$ cat src/common/reprog_pkg.sv
// constants, register map and carrier types for the serial flash reprogram interpreter
package reprog_pkg;

	// ----------------------------------------
	// serial command and answer codes
	// ----------------------------------------
	localparam logic [7:0] CMD_PROG_ERASE = 8'h50;
	localparam logic [7:0] CMD_READ_FLASH = 8'h52;
	localparam logic [7:0] SUCCESS_CODE = 8'h00;
	localparam logic [7:0] FAILURE_CODE = 8'h01;
	localparam logic [7:0] TRANSFER_REQUEST_CODE = 8'h11;
	localparam logic [7:0] PAD_BYTE = 8'hff;

	// ----------------------------------------
	// flash geometry and accepted address windows
	// ----------------------------------------
	localparam logic [4:0] FIRST_WRITABLE_BLOCK = 5'h01;
	localparam logic [4:0] LAST_WRITABLE_BLOCK = 5'h13;
	localparam logic [31:0] PROG_ADDR_MIN = 32'h0000_2000;
	localparam logic [31:0] PROG_ADDR_MAX = 32'h000f_ffff;
	localparam logic [31:0] READ_ADDR_MAX = 32'h000f_ffff;
	localparam logic [31:0] PAGE_BYTES = 32'h0000_0100;
	localparam logic [7:0] PAGE_LAST_IDX = 8'hff;
	localparam logic [2:0] HDR_LAST_IDX = 3'h7;
	localparam logic [2:0] ADDR_LAST_IDX = 3'h3;

	// ----------------------------------------
	// register map and reset values
	// ----------------------------------------
	localparam logic [31:0] PORT_A_LOW_FUNCTION_SELECT_2_OFS = 32'hfffe_3814;
	localparam logic [31:0] PORT_A_LOW_FUNCTION_SELECT_1_OFS = 32'hfffe_3816;
	localparam logic [31:0] SERIAL_FRAME_MODE_OFS = 32'hffff_8000;
	localparam logic [31:0] SERIAL_BAUD_DIVISOR_OFS = 32'hffff_8802;
	localparam logic [31:0] SERIAL_CONTROL_OFS = 32'hffff_8804;
	localparam logic [31:0] EVENT_STATUS_OFS = 32'hffff_8810;
	localparam logic [31:0] EVENT_MASK_OFS = 32'hffff_8814;
	localparam logic [31:0] ENGINE_STATE_OFS = 32'hffff_8818;
	localparam logic [15:0] PORT_A_SEL2_RST = 16'h0006;
	localparam logic [15:0] PORT_A_SEL1_RST = 16'h6000;
	localparam logic [7:0] FRAME_MODE_RST = 8'h00;
	localparam logic [7:0] BAUD_DIV_RST = 8'ha2;
	localparam logic [7:0] SERIAL_CTRL_RST = 8'h30;
	localparam int TRANSMITTER_ENABLE_BIT = 5;
	localparam int RECEIVER_ENABLE_BIT = 4;

	// event bits: status and mask share this layout
	localparam int EV_W = 3;
	localparam int EV_DONE_OK = 0;
	localparam int EV_FAIL = 1;
	localparam int EV_CMD = 2;

	// ----------------------------------------
	// timing: divisor step as the serial block sees it
	// ----------------------------------------
	localparam int BAUD_BPS = 9600;
	localparam int PERIPH_CLK_HZ = 50_000_000;
	localparam int SYS_CLK_HZ = 200_000_000;
	localparam int SCI_DIV_SCALE = 32;
	localparam int DIV_STEP_CYCLES_DOC = SCI_DIV_SCALE * (SYS_CLK_HZ / PERIPH_CLK_HZ);
	localparam int SERIAL_BITS = 9;

	// ----------------------------------------
	// carriers
	// ----------------------------------------
	typedef struct packed {
		logic [31:0] addr;
		logic [15:0] wdata;
		logic wr;
		logic rd;
	} reg_req_s;

	typedef struct packed {
		logic erase;
		logic prog;
		logic read;
		logic [4:0] block;
		logic [31:0] addr;
	} flash_cmd_s;

endpackage

$ cat src/serial_flash_reprogram_cmd.sv
// serial command interpreter that erases, programs and reads back the user flash area
// ----------------------------------------
// What this block does
// wait until flash write-enable pin permits
// then send transfer request code
// 0x50 selects erase then program
// 0x52 selects flash read
// answers: 0x00 ok, 0x01 error, 0x11 request
// erase blocks one to last, then request
// take address and length, then request
// program start address window check, else halt
// boot block zero never erased or programmed
// request after every 256-byte chunk but the last
// one program per chunk, pad with 0xff
// success code when length reached
// erase or program failure sends error then halts
// read: request, header, stream bytes back
// read start address window check, else halt
// 9600 bps from divisor 162
// 8 data bits, no parity, one stop
// address and length sent msb first
// unknown command bytes silently ignored
// ----------------------------------------
module serial_flash_reprogram_cmd #(
	parameter int DIV_STEP_CYCLES = reprog_pkg::DIV_STEP_CYCLES_DOC
) (
	input wire logic sys_clk_i,
	input wire logic srst_i,
	input wire logic ce_i,
	input wire reprog_pkg::reg_req_s reg_req_i,
	output logic [15:0] reg_rdata_o,
	output logic irq_o,
	input wire logic flash_write_enable_pin_state_i,
	input wire logic serial_rx_pin_i,
	output logic serial_tx_pin_o,
	output reprog_pkg::flash_cmd_s flash_cmd_o,
	input wire logic flash_done_i,
	input wire logic flash_err_i,
	input wire logic [7:0] flash_rd_data_i,
	input wire logic [7:0] page_idx_i,
	output logic [7:0] page_data_o
);
	import reprog_pkg::*;

	typedef enum logic [3:0] {
		ST_PINWAIT = 4'h0, ST_SEND = 4'h1, ST_CMD = 4'h3, ST_ERASE = 4'h2,
		ST_ERWAIT = 4'h6, ST_HDR = 4'h7, ST_FILL = 4'h5, ST_PAD = 4'h4,
		ST_PROG = 4'hc, ST_PGWAIT = 4'hd, ST_RDREQ = 4'hf, ST_RDWAIT = 4'he,
		ST_HALT = 4'ha
	} state_e;

	// ----------------------------------------
	// register file
	// ----------------------------------------
	logic [15:0] sel2_r, sel2_nxt, sel1_r, sel1_nxt, rdata_r, rdata_nxt;
	logic [7:0] mode_r, mode_nxt, baud_r, baud_nxt, ctrl_r, ctrl_nxt;
	logic [EV_W-1:0] ev_r, ev_nxt, mask_r, mask_nxt, ev_set;
	state_e st_r, st_nxt, ret_r, ret_nxt;

	always_comb begin
		sel2_nxt = sel2_r;
		sel1_nxt = sel1_r;
		mode_nxt = mode_r;
		baud_nxt = baud_r;
		ctrl_nxt = ctrl_r;
		mask_nxt = mask_r;
		ev_nxt = ev_r;
		rdata_nxt = 16'h0;
		if (reg_req_i.wr) begin
			case (reg_req_i.addr)
				PORT_A_LOW_FUNCTION_SELECT_2_OFS: sel2_nxt = reg_req_i.wdata;
				PORT_A_LOW_FUNCTION_SELECT_1_OFS: sel1_nxt = reg_req_i.wdata;
				SERIAL_FRAME_MODE_OFS: mode_nxt = reg_req_i.wdata[7:0];
				SERIAL_BAUD_DIVISOR_OFS: baud_nxt = reg_req_i.wdata[7:0];
				SERIAL_CONTROL_OFS: ctrl_nxt = reg_req_i.wdata[7:0];
				EVENT_MASK_OFS: mask_nxt = reg_req_i.wdata[EV_W-1:0];
				EVENT_STATUS_OFS: ev_nxt = ev_r & ~reg_req_i.wdata[EV_W-1:0];
				default: ;
			endcase
		end
		// a new event beats a write-one-to-clear in the same cycle
		ev_nxt = ev_nxt | ev_set;
		if (reg_req_i.rd) begin
			case (reg_req_i.addr)
				PORT_A_LOW_FUNCTION_SELECT_2_OFS: rdata_nxt = sel2_r;
				PORT_A_LOW_FUNCTION_SELECT_1_OFS: rdata_nxt = sel1_r;
				SERIAL_FRAME_MODE_OFS: rdata_nxt = {8'h0, mode_r};
				SERIAL_BAUD_DIVISOR_OFS: rdata_nxt = {8'h0, baud_r};
				SERIAL_CONTROL_OFS: rdata_nxt = {8'h0, ctrl_r};
				EVENT_STATUS_OFS: rdata_nxt = {13'h0, ev_r};
				EVENT_MASK_OFS: rdata_nxt = {13'h0, mask_r};
				ENGINE_STATE_OFS: rdata_nxt = {11'h0, flash_write_enable_pin_state_i, st_r};
				default: rdata_nxt = 16'h0;
			endcase
		end
	end

	always_ff @(posedge sys_clk_i) begin
		if (srst_i) begin
			sel2_r <= PORT_A_SEL2_RST;
			sel1_r <= PORT_A_SEL1_RST;
			mode_r <= FRAME_MODE_RST;
			baud_r <= BAUD_DIV_RST;
			ctrl_r <= SERIAL_CTRL_RST;
			mask_r <= '0;
			ev_r <= '0;
			rdata_r <= 16'h0;
		end else if (ce_i) begin
			sel2_r <= sel2_nxt;
			sel1_r <= sel1_nxt;
			mode_r <= mode_nxt;
			baud_r <= baud_nxt;
			ctrl_r <= ctrl_nxt;
			mask_r <= mask_nxt;
			ev_r <= ev_nxt;
			rdata_r <= rdata_nxt;
		end
	end

	assign reg_rdata_o = rdata_r;
	assign irq_o = |(ev_r & mask_r);

	// ----------------------------------------
	// serial line, 8 data bits lsb first, no parity, one stop
	// ----------------------------------------
	logic [31:0] bit_len, rx_cnt_r, rx_cnt_nxt, tx_cnt_r, tx_cnt_nxt;
	logic [3:0] rx_bit_r, rx_bit_nxt, tx_bit_r, tx_bit_nxt;
	logic [7:0] rx_sh_r, rx_sh_nxt, rx_byte_r, rx_byte_nxt, tx_code_r, tx_code_nxt;
	logic [9:0] tx_sh_r, tx_sh_nxt;
	logic rx_act_r, rx_act_nxt, rx_vld_r, rx_vld_nxt, tx_busy_r, tx_busy_nxt, tx_start;

	// the divisor register sets the bit time, so software retunes the rate
	assign bit_len = 32'(({24'h0, baud_r} + 32'h1) * DIV_STEP_CYCLES);

	always_comb begin
		rx_cnt_nxt = rx_cnt_r;
		rx_bit_nxt = rx_bit_r;
		rx_sh_nxt = rx_sh_r;
		rx_act_nxt = rx_act_r;
		rx_byte_nxt = rx_byte_r;
		rx_vld_nxt = 1'b0;
		if (!rx_act_r) begin
			if (ctrl_r[RECEIVER_ENABLE_BIT] && !serial_rx_pin_i) begin
				rx_act_nxt = 1'b1;
				rx_bit_nxt = 4'h0;
				rx_cnt_nxt = bit_len >> 1;
			end
		end else if (rx_cnt_r != 32'h0) begin
			rx_cnt_nxt = rx_cnt_r - 32'h1;
		end else begin
			rx_cnt_nxt = bit_len - 32'h1;
			rx_bit_nxt = 4'(rx_bit_r + 4'h1);
			if (rx_bit_r == 4'h0) begin
				// a glitch shorter than half a bit is not a start bit
				rx_act_nxt = !serial_rx_pin_i;
			end else if (rx_bit_r < 4'(SERIAL_BITS)) begin
				rx_sh_nxt = {serial_rx_pin_i, rx_sh_r[7:1]};
			end else begin
				rx_act_nxt = 1'b0;
				rx_vld_nxt = serial_rx_pin_i;
				rx_byte_nxt = rx_sh_r;
			end
		end
		tx_cnt_nxt = tx_cnt_r;
		tx_bit_nxt = tx_bit_r;
		tx_sh_nxt = tx_sh_r;
		tx_busy_nxt = tx_busy_r;
		if (tx_start) begin
			tx_sh_nxt = {1'b1, tx_code_nxt, 1'b0};
			tx_busy_nxt = 1'b1;
			tx_bit_nxt = 4'h0;
			tx_cnt_nxt = bit_len - 32'h1;
		end else if (tx_busy_r) begin
			if (tx_cnt_r != 32'h0) begin
				tx_cnt_nxt = tx_cnt_r - 32'h1;
			end else begin
				tx_cnt_nxt = bit_len - 32'h1;
				tx_sh_nxt = {1'b1, tx_sh_r[9:1]};
				tx_bit_nxt = 4'(tx_bit_r + 4'h1);
				tx_busy_nxt = tx_bit_r != 4'(SERIAL_BITS);
			end
		end
	end

	always_ff @(posedge sys_clk_i) begin
		if (srst_i) begin
			rx_cnt_r <= 32'h0;
			rx_bit_r <= 4'h0;
			rx_sh_r <= 8'h0;
			rx_act_r <= 1'b0;
			rx_byte_r <= 8'h0;
			rx_vld_r <= 1'b0;
			tx_cnt_r <= 32'h0;
			tx_bit_r <= 4'h0;
			tx_sh_r <= 10'h3ff;
			tx_busy_r <= 1'b0;
		end else if (ce_i) begin
			rx_cnt_r <= rx_cnt_nxt;
			rx_bit_r <= rx_bit_nxt;
			rx_sh_r <= rx_sh_nxt;
			rx_act_r <= rx_act_nxt;
			rx_byte_r <= rx_byte_nxt;
			rx_vld_r <= rx_vld_nxt;
			tx_cnt_r <= tx_cnt_nxt;
			tx_bit_r <= tx_bit_nxt;
			tx_sh_r <= tx_sh_nxt;
			tx_busy_r <= tx_busy_nxt;
		end
	end

	assign serial_tx_pin_o = tx_sh_r[0];

	// ----------------------------------------
	// command engine
	// ----------------------------------------
	logic [7:0] page_buf [0:255];
	logic [7:0] fill_r, fill_nxt, buf_wdata, page_data_r;
	logic [31:0] addr_r, addr_nxt, len_r, len_nxt, len_in;
	logic [4:0] blk_r, blk_nxt;
	logic [2:0] hdr_r, hdr_nxt;
	logic wr_mode_r, wr_mode_nxt, buf_we;
	flash_cmd_s cmd_r, cmd_nxt;

	assign len_in = {len_r[23:0], rx_byte_r};

	always_comb begin
		st_nxt = st_r;
		ret_nxt = ret_r;
		tx_code_nxt = tx_code_r;
		tx_start = 1'b0;
		fill_nxt = fill_r;
		addr_nxt = addr_r;
		len_nxt = len_r;
		blk_nxt = blk_r;
		hdr_nxt = hdr_r;
		wr_mode_nxt = wr_mode_r;
		cmd_nxt = '0;
		buf_we = 1'b0;
		buf_wdata = rx_byte_r;
		ev_set = '0;
		case (st_r)
			ST_PINWAIT: begin
				if (flash_write_enable_pin_state_i) begin
					tx_code_nxt = TRANSFER_REQUEST_CODE;
					ret_nxt = ST_CMD;
					st_nxt = ST_SEND;
				end
			end
			ST_SEND: begin
				if (ctrl_r[TRANSMITTER_ENABLE_BIT] && !tx_busy_r) begin
					tx_start = 1'b1;
					st_nxt = ret_r;
				end
			end
			ST_CMD: begin
				hdr_nxt = 3'h0;
				if (rx_vld_r && rx_byte_r == CMD_PROG_ERASE) begin
					ev_set[EV_CMD] = 1'b1;
					wr_mode_nxt = 1'b1;
					blk_nxt = FIRST_WRITABLE_BLOCK;
					st_nxt = ST_ERASE;
				end else if (rx_vld_r && rx_byte_r == CMD_READ_FLASH) begin
					ev_set[EV_CMD] = 1'b1;
					wr_mode_nxt = 1'b0;
					tx_code_nxt = TRANSFER_REQUEST_CODE;
					ret_nxt = ST_HDR;
					st_nxt = ST_SEND;
				end
				// any other byte falls through and is dropped R19
			end
			ST_ERASE: begin
				cmd_nxt.erase = 1'b1;
				cmd_nxt.block = blk_r;
				st_nxt = ST_ERWAIT;
			end
			ST_ERWAIT: begin
				if (flash_err_i) begin
					ev_set[EV_FAIL] = 1'b1;
					tx_code_nxt = FAILURE_CODE;
					ret_nxt = ST_HALT;
					st_nxt = ST_SEND;
				end else if (flash_done_i && blk_r == LAST_WRITABLE_BLOCK) begin
					tx_code_nxt = TRANSFER_REQUEST_CODE;
					ret_nxt = ST_HDR;
					st_nxt = ST_SEND;
				end else if (flash_done_i) begin
					blk_nxt = 5'(blk_r + 5'h1);
					st_nxt = ST_ERASE;
				end
			end
			ST_HDR: begin
				if (rx_vld_r) begin
					hdr_nxt = 3'(hdr_r + 3'h1);
					if (hdr_r <= ADDR_LAST_IDX) begin
						addr_nxt = {addr_r[23:0], rx_byte_r};
					end else begin
						len_nxt = len_in;
					end
					fill_nxt = 8'h0;
					if (hdr_r == HDR_LAST_IDX) begin
						st_nxt = ST_SEND;
						if (wr_mode_r && (addr_r < PROG_ADDR_MIN || addr_r > PROG_ADDR_MAX)) begin
							ev_set[EV_FAIL] = 1'b1;
							tx_code_nxt = FAILURE_CODE;
							ret_nxt = ST_HALT;
						end else if (!wr_mode_r && addr_r > READ_ADDR_MAX) begin
							ev_set[EV_FAIL] = 1'b1;
							tx_code_nxt = FAILURE_CODE;
							ret_nxt = ST_HALT;
						end else if (len_in == 32'h0) begin
							ev_set[EV_DONE_OK] = wr_mode_r;
							tx_code_nxt = SUCCESS_CODE;
							ret_nxt = ST_CMD;
							st_nxt = wr_mode_r ? ST_SEND : ST_CMD;
						end else if (wr_mode_r) begin
							tx_code_nxt = TRANSFER_REQUEST_CODE;
							ret_nxt = ST_FILL;
						end else begin
							st_nxt = ST_RDREQ;
						end
					end
				end
			end
			ST_FILL: begin
				if (rx_vld_r) begin
					buf_we = 1'b1;
					fill_nxt = 8'(fill_r + 8'h1);
					len_nxt = len_r - 32'h1;
					if (fill_r == PAGE_LAST_IDX) begin
						st_nxt = ST_PROG;
					end else if (len_r == 32'h1) begin
						st_nxt = ST_PAD;
					end
				end
			end
			ST_PAD: begin
				buf_we = 1'b1;
				buf_wdata = PAD_BYTE;
				fill_nxt = 8'(fill_r + 8'h1);
				if (fill_r == PAGE_LAST_IDX) begin
					st_nxt = ST_PROG;
				end
			end
			ST_PROG: begin
				cmd_nxt.prog = 1'b1;
				cmd_nxt.addr = addr_r;
				st_nxt = ST_PGWAIT;
			end
			ST_PGWAIT: begin
				st_nxt = (flash_err_i || flash_done_i) ? ST_SEND : ST_PGWAIT;
				if (flash_err_i) begin
					ev_set[EV_FAIL] = 1'b1;
					tx_code_nxt = FAILURE_CODE;
					ret_nxt = ST_HALT;
				end else if (flash_done_i) begin
					addr_nxt = addr_r + PAGE_BYTES;
					fill_nxt = 8'h0;
					if (len_r == 32'h0) begin
						ev_set[EV_DONE_OK] = 1'b1;
						tx_code_nxt = SUCCESS_CODE;
						ret_nxt = ST_CMD;
					end else begin
						tx_code_nxt = TRANSFER_REQUEST_CODE;
						ret_nxt = ST_FILL;
					end
				end
			end
			ST_RDREQ: begin
				cmd_nxt.read = 1'b1;
				cmd_nxt.addr = addr_r;
				st_nxt = ST_RDWAIT;
			end
			ST_RDWAIT: begin
				if (flash_done_i) begin
					tx_code_nxt = flash_rd_data_i;
					addr_nxt = addr_r + 32'h1;
					len_nxt = len_r - 32'h1;
					ret_nxt = (len_r == 32'h1) ? ST_CMD : ST_RDREQ;
					st_nxt = ST_SEND;
				end
			end
			ST_HALT: st_nxt = ST_HALT;
			default: st_nxt = ST_HALT;
		endcase
	end

	always_ff @(posedge sys_clk_i) begin
		if (srst_i) begin
			st_r <= ST_PINWAIT;
			ret_r <= ST_CMD;
			tx_code_r <= 8'h0;
			fill_r <= 8'h0;
			addr_r <= 32'h0;
			len_r <= 32'h0;
			blk_r <= FIRST_WRITABLE_BLOCK;
			hdr_r <= 3'h0;
			wr_mode_r <= 1'b0;
			cmd_r <= '0;
			page_data_r <= 8'h0;
		end else if (ce_i) begin
			st_r <= st_nxt;
			ret_r <= ret_nxt;
			tx_code_r <= tx_code_nxt;
			fill_r <= fill_nxt;
			addr_r <= addr_nxt;
			len_r <= len_nxt;
			blk_r <= blk_nxt;
			hdr_r <= hdr_nxt;
			wr_mode_r <= wr_mode_nxt;
			cmd_r <= cmd_nxt;
			page_data_r <= page_buf[page_idx_i];
		end
	end

	// page buffer holds no reset; every byte is rewritten before each program
	always_ff @(posedge sys_clk_i) begin
		if (ce_i && buf_we) begin
			page_buf[fill_r] <= buf_wdata;
		end
	end

	assign flash_cmd_o = cmd_r;
	assign page_data_o = page_data_r;
endmodule

$ cat config.mk
export PLATFORM = sky130hd
export DESIGN_NAME = serial_flash_reprogram_cmd
export DESIGN_NICKNAME = d
export VERILOG_FILES = /design/src/common/reprog_pkg.sv /design/src/serial_flash_reprogram_cmd.sv
export SDC_FILE = /design/constraint.sdc
export NUM_CORES = 2
export LEC_CHECK = 0
export BUFFER_PORTS_ARGS = -buffer_cell sky130_fd_sc_hd__clkbuf_2
export CAP_MARGIN = 10
export CORE_ASPECT_RATIO = 0.9
export CORE_MARGIN = 1.5
export CORE_UTILIZATION = 50
export CTS_BUF_LIST = sky130_fd_sc_hd__clkbuf_4 sky130_fd_sc_hd__clkbuf_8
export CTS_CLUSTER_DIAMETER = 60
export DETAILED_ROUTE_END_ITERATION = 7
export PLACE_DENSITY = 0.68
export SETUP_SLACK_MARGIN = 0.2
export SLEW_MARGIN = 0
export SYNTH_ARGS = -nofsm -noshare
export SYNTH_HDL_FRONTEND = slang
export SYNTH_SLANG_ARGS = --single-unit
$ cat constraint.sdc
create_clock -name sys_clk_i -period 3.8 [get_ports sys_clk_i]
set_clock_uncertainty 0.15 [all_clocks]
set_input_delay 0.38 -clock sys_clk_i [delete_from_list [all_inputs] [get_ports sys_clk_i]]
set_output_delay 0.38 -clock sys_clk_i [all_outputs]
set_load 0.02 [all_outputs]
==> results.yml <==
layout:
  layout.nets: 6923
  final_core_util_pct: 58.4
  final_common_cell: "edfxtp_1"
  mostFrequentLayoutCells: "edfxtp_1, nor2_1, buf_4"
  syn_to_final_growth_pct: 15.6
  drive_above_1_share_pct: 24.6
  fill_cells: 14300
synth:
  syn-cell-area_um2: 96500
  yosysSeqAreaShare_pct: 70.4
  ys_warn_count: 0
  synth_cell_types: 90
  synthFlopType: "edfxtp_1"
  syn_area_per_cell_um2: 15.8
  synth_nets: 6198
  synth_top_area_share_pct: 63.7
  synth_edf_count: 2048
  synth.area.top_cells: "edfxtp_1, mux4_2, dfxtp_1, mux2i_1, nor2_1"
  ys_seq_elements: 2371
  yosysTopAreaCell: "edfxtp_1"
  synth_cells: 6103
  synthArstFlopShare_pct: 0
route:
  wl_um: 262000
  drt_iter0_drc: 8019
  drtAntennaViolNets: 0
  vias_per_cell: 6.26
  drc: 0
  wire_per_inst_um: 27.1
  vias: 60500
  first_pass_iters: 8
floorplan:
  die_area_um2: 196000
  die_x_um: 466
  coreArea_um2: 191000
  rows: 152
  die_h_um: 420
  initial_core_util_pct: 50.5
  ios: 139
critical_path:
  endpoint: "ctrl_r[4]"
  reg2reg_depth: 9
  worstPathRequired_ps: 4620
  regToRegEndpoint: "page_data_o[1]"
  critPathMaxFanout: 9
  r2r_start: "page_buf[223][1]"
  critPathLaunch: "reg_req_i[27]"
  crit_path_end_kind: "flip-flop"
  start_kind: "input port"
  path_class: "in -> reg"
  arrival_ps: 4370
  worst-r2r-setup-slack_ps: 330
timing:
  period_minus_slack_ps: 3550
  rsz0062_at_grt: "no"
  slew_headroom_pct: 18.0
  slew_violations: 0
  finalHoldViolations: 0
  tightest_slew_ps: 1200
  fmax_mhz: 281
  period_share_pct: 93.5
  setup_viol: 0
grt:
  grt_max_degree: 126
  antenna_found_initial: 8
  grt_pass1_wl_um: 386000
  track_usage_pct: 26.6
  grt_overflow_total: 0
  grt_pass1_vias: 58300
cts:
  clock_path_buffers: 4
  clock_sinks: 2371
  clk_pin_slew_worst_paths_ps: 60
  cts_tree: "built"
  root_buffer: "clkbuf_8"
  clk_latency_ps: 1070
  h-tree-depth: 5
  cts_made_buffers: 379
flow_run:
  cap_violations: 0
pwr:
  ir_drop_mv: 0.496
  power.density_nw_per_um2: 537
  p_total_w: 0.0599
  p_leak_nw: 37.6
placed_design:
  gp_congestion: 0.962
  port_buffers: 138
  hpwl_um: 169000
min_path:
  hp-class: "in -> reg"
run_status:
  status: "complete, no violations"
## kinds of logic (layout without fill, tap and decap cells)
logic type               Yosys count  after routing  share of synthesized area (%)
XOR/XNOR                          28             28                          0.254
buffers and inverters            435           1440                           1.96
other                              0              5                              0
AO/OA/AOI/OAI                   1000           1000                           6.92
adder cells (fa/ha/maj)           22             22                          0.285
AND/OR/NAND/NOR                 1516           1516                           7.24
flip-flops                      2371           2371                           70.4
multiplexers                     731            731                           12.9
## synth_stat cells (90+ instances only)
cell / instances
edfxtp_1: 2048
nor2_1: 617
mux4_2: 410
nand2_1: 357
dfxtp_1: 323
mux2i_1: 308
clkbuf_1: 259
a21oi_1: 226
o21ai_0: 188
nor3_1: 126
a22oi_1: 120
nand3_1: 94
o22ai_1: 90
## cell type report
cell class	count	area (um2)	share of cell area (%)
flip-flops and latches	2371	68000	60.9
multi-input cells	3297	26800	24.0
clock buffers	533	6550	5.88
repair buffers	741	6110	5.48
well taps	2541	3180	2.85
clock inverters	128	769	0.690
inverters	38	145	0.130
diodes	5	12.5	0.0112
## stage by stage
step | cells | setup slack, ps | cell area [um2] | TNS, ps | hold WS, ps
after floorplan | 6103 | -168 | 96500 | -343480 | 276
after global placement | 8892 | -13.9 | 103000 | -13.9 | 291
after detailed placement | 8892 | 24.9 | 103000 | 0 | 300
after CTS | 9648 | 223 | 111000 | 0 | 5.12
after global routing | 9653 | 219 | 112000 | 0 | 68.4
final | 9654 | 246 | 112000 | 0 | 122
## worst min path at each step
stage / start / to / slack [ps] / cells after the start
6_report: reg_req_i[2] / sel1_r[0] / 120 / 4
5_1_grt: reg_req_i[2] / sel1_r[0] / 70 / 4
4_1_cts: reg_req_i[2] / sel1_r[0] / 5 / 4
3_5_place_dp: sel1_r[9] / sel1_r[9] / 300 / 2
3_3_place_gp: tx_cnt_r[19] / tx_cnt_r[19] / 290 / 2
2_1_floorplan: tx_code_r[6] / tx_sh_r[7] / 280 / 2
## routing by layer
layer	track usage (%)	vias up	wire length (um)
met3	5.84	577	27200
li1	-	25800	-
met2	40.1	3481	119000
met1	38.2	30600	106000
met4	9.40	0	9280
met5	0	-	0
## worst max-delay path: stages
cell	delay (ps)
dlygate4sd3_1	540
clkbuf_2	120
nor3_1	310
nand2_1	210
or4_4	620
nor2_4	290
dlygate4sd3_1	650
nand3_4	100
dlygate4sd3_1	790
a211o_1	360
## flip-flops by register name, indices dropped and copies added, names as in the netlist, 5 cells and up
name,cells
page_buf,2048
flash_cmd_o,40
addr_r,32
len_r,32
rx_cnt_r,32
tx_cnt_r,32
reg_rdata_o,16
sel1_r,16
sel2_r,16
tx_sh_r,9
baud_r,8
ctrl_r,8
fill_r,8
mode_r,8
page_data_o,8
rx_byte_r,8
rx_sh_r,8
tx_code_r,8
blk_r,5
## power breakdown
| group | switching [W] | internal [W] | total, W |
|---|---|---|---|
| registers | 0.000231 | 0.0302 | 0.0304 |
| clock network | 0.00989 | 0.0116 | 0.0214 |
| logic | 0.00567 | 0.00238 | 0.00806 |
## what timing repair did
| item | 4_1_cts | 5_1_grt |
|---|---|---|
| endpoints found under the hold margin | 232 | 0 |
| setup buffers | 0 | 1 |
| resized for setup | 0 | 12 |
| endpoints found under the setup margin | 0 | 17 |
| hold buffers | 95 | 0 |
No activity file was read; power rests on OpenSTA's default activity.
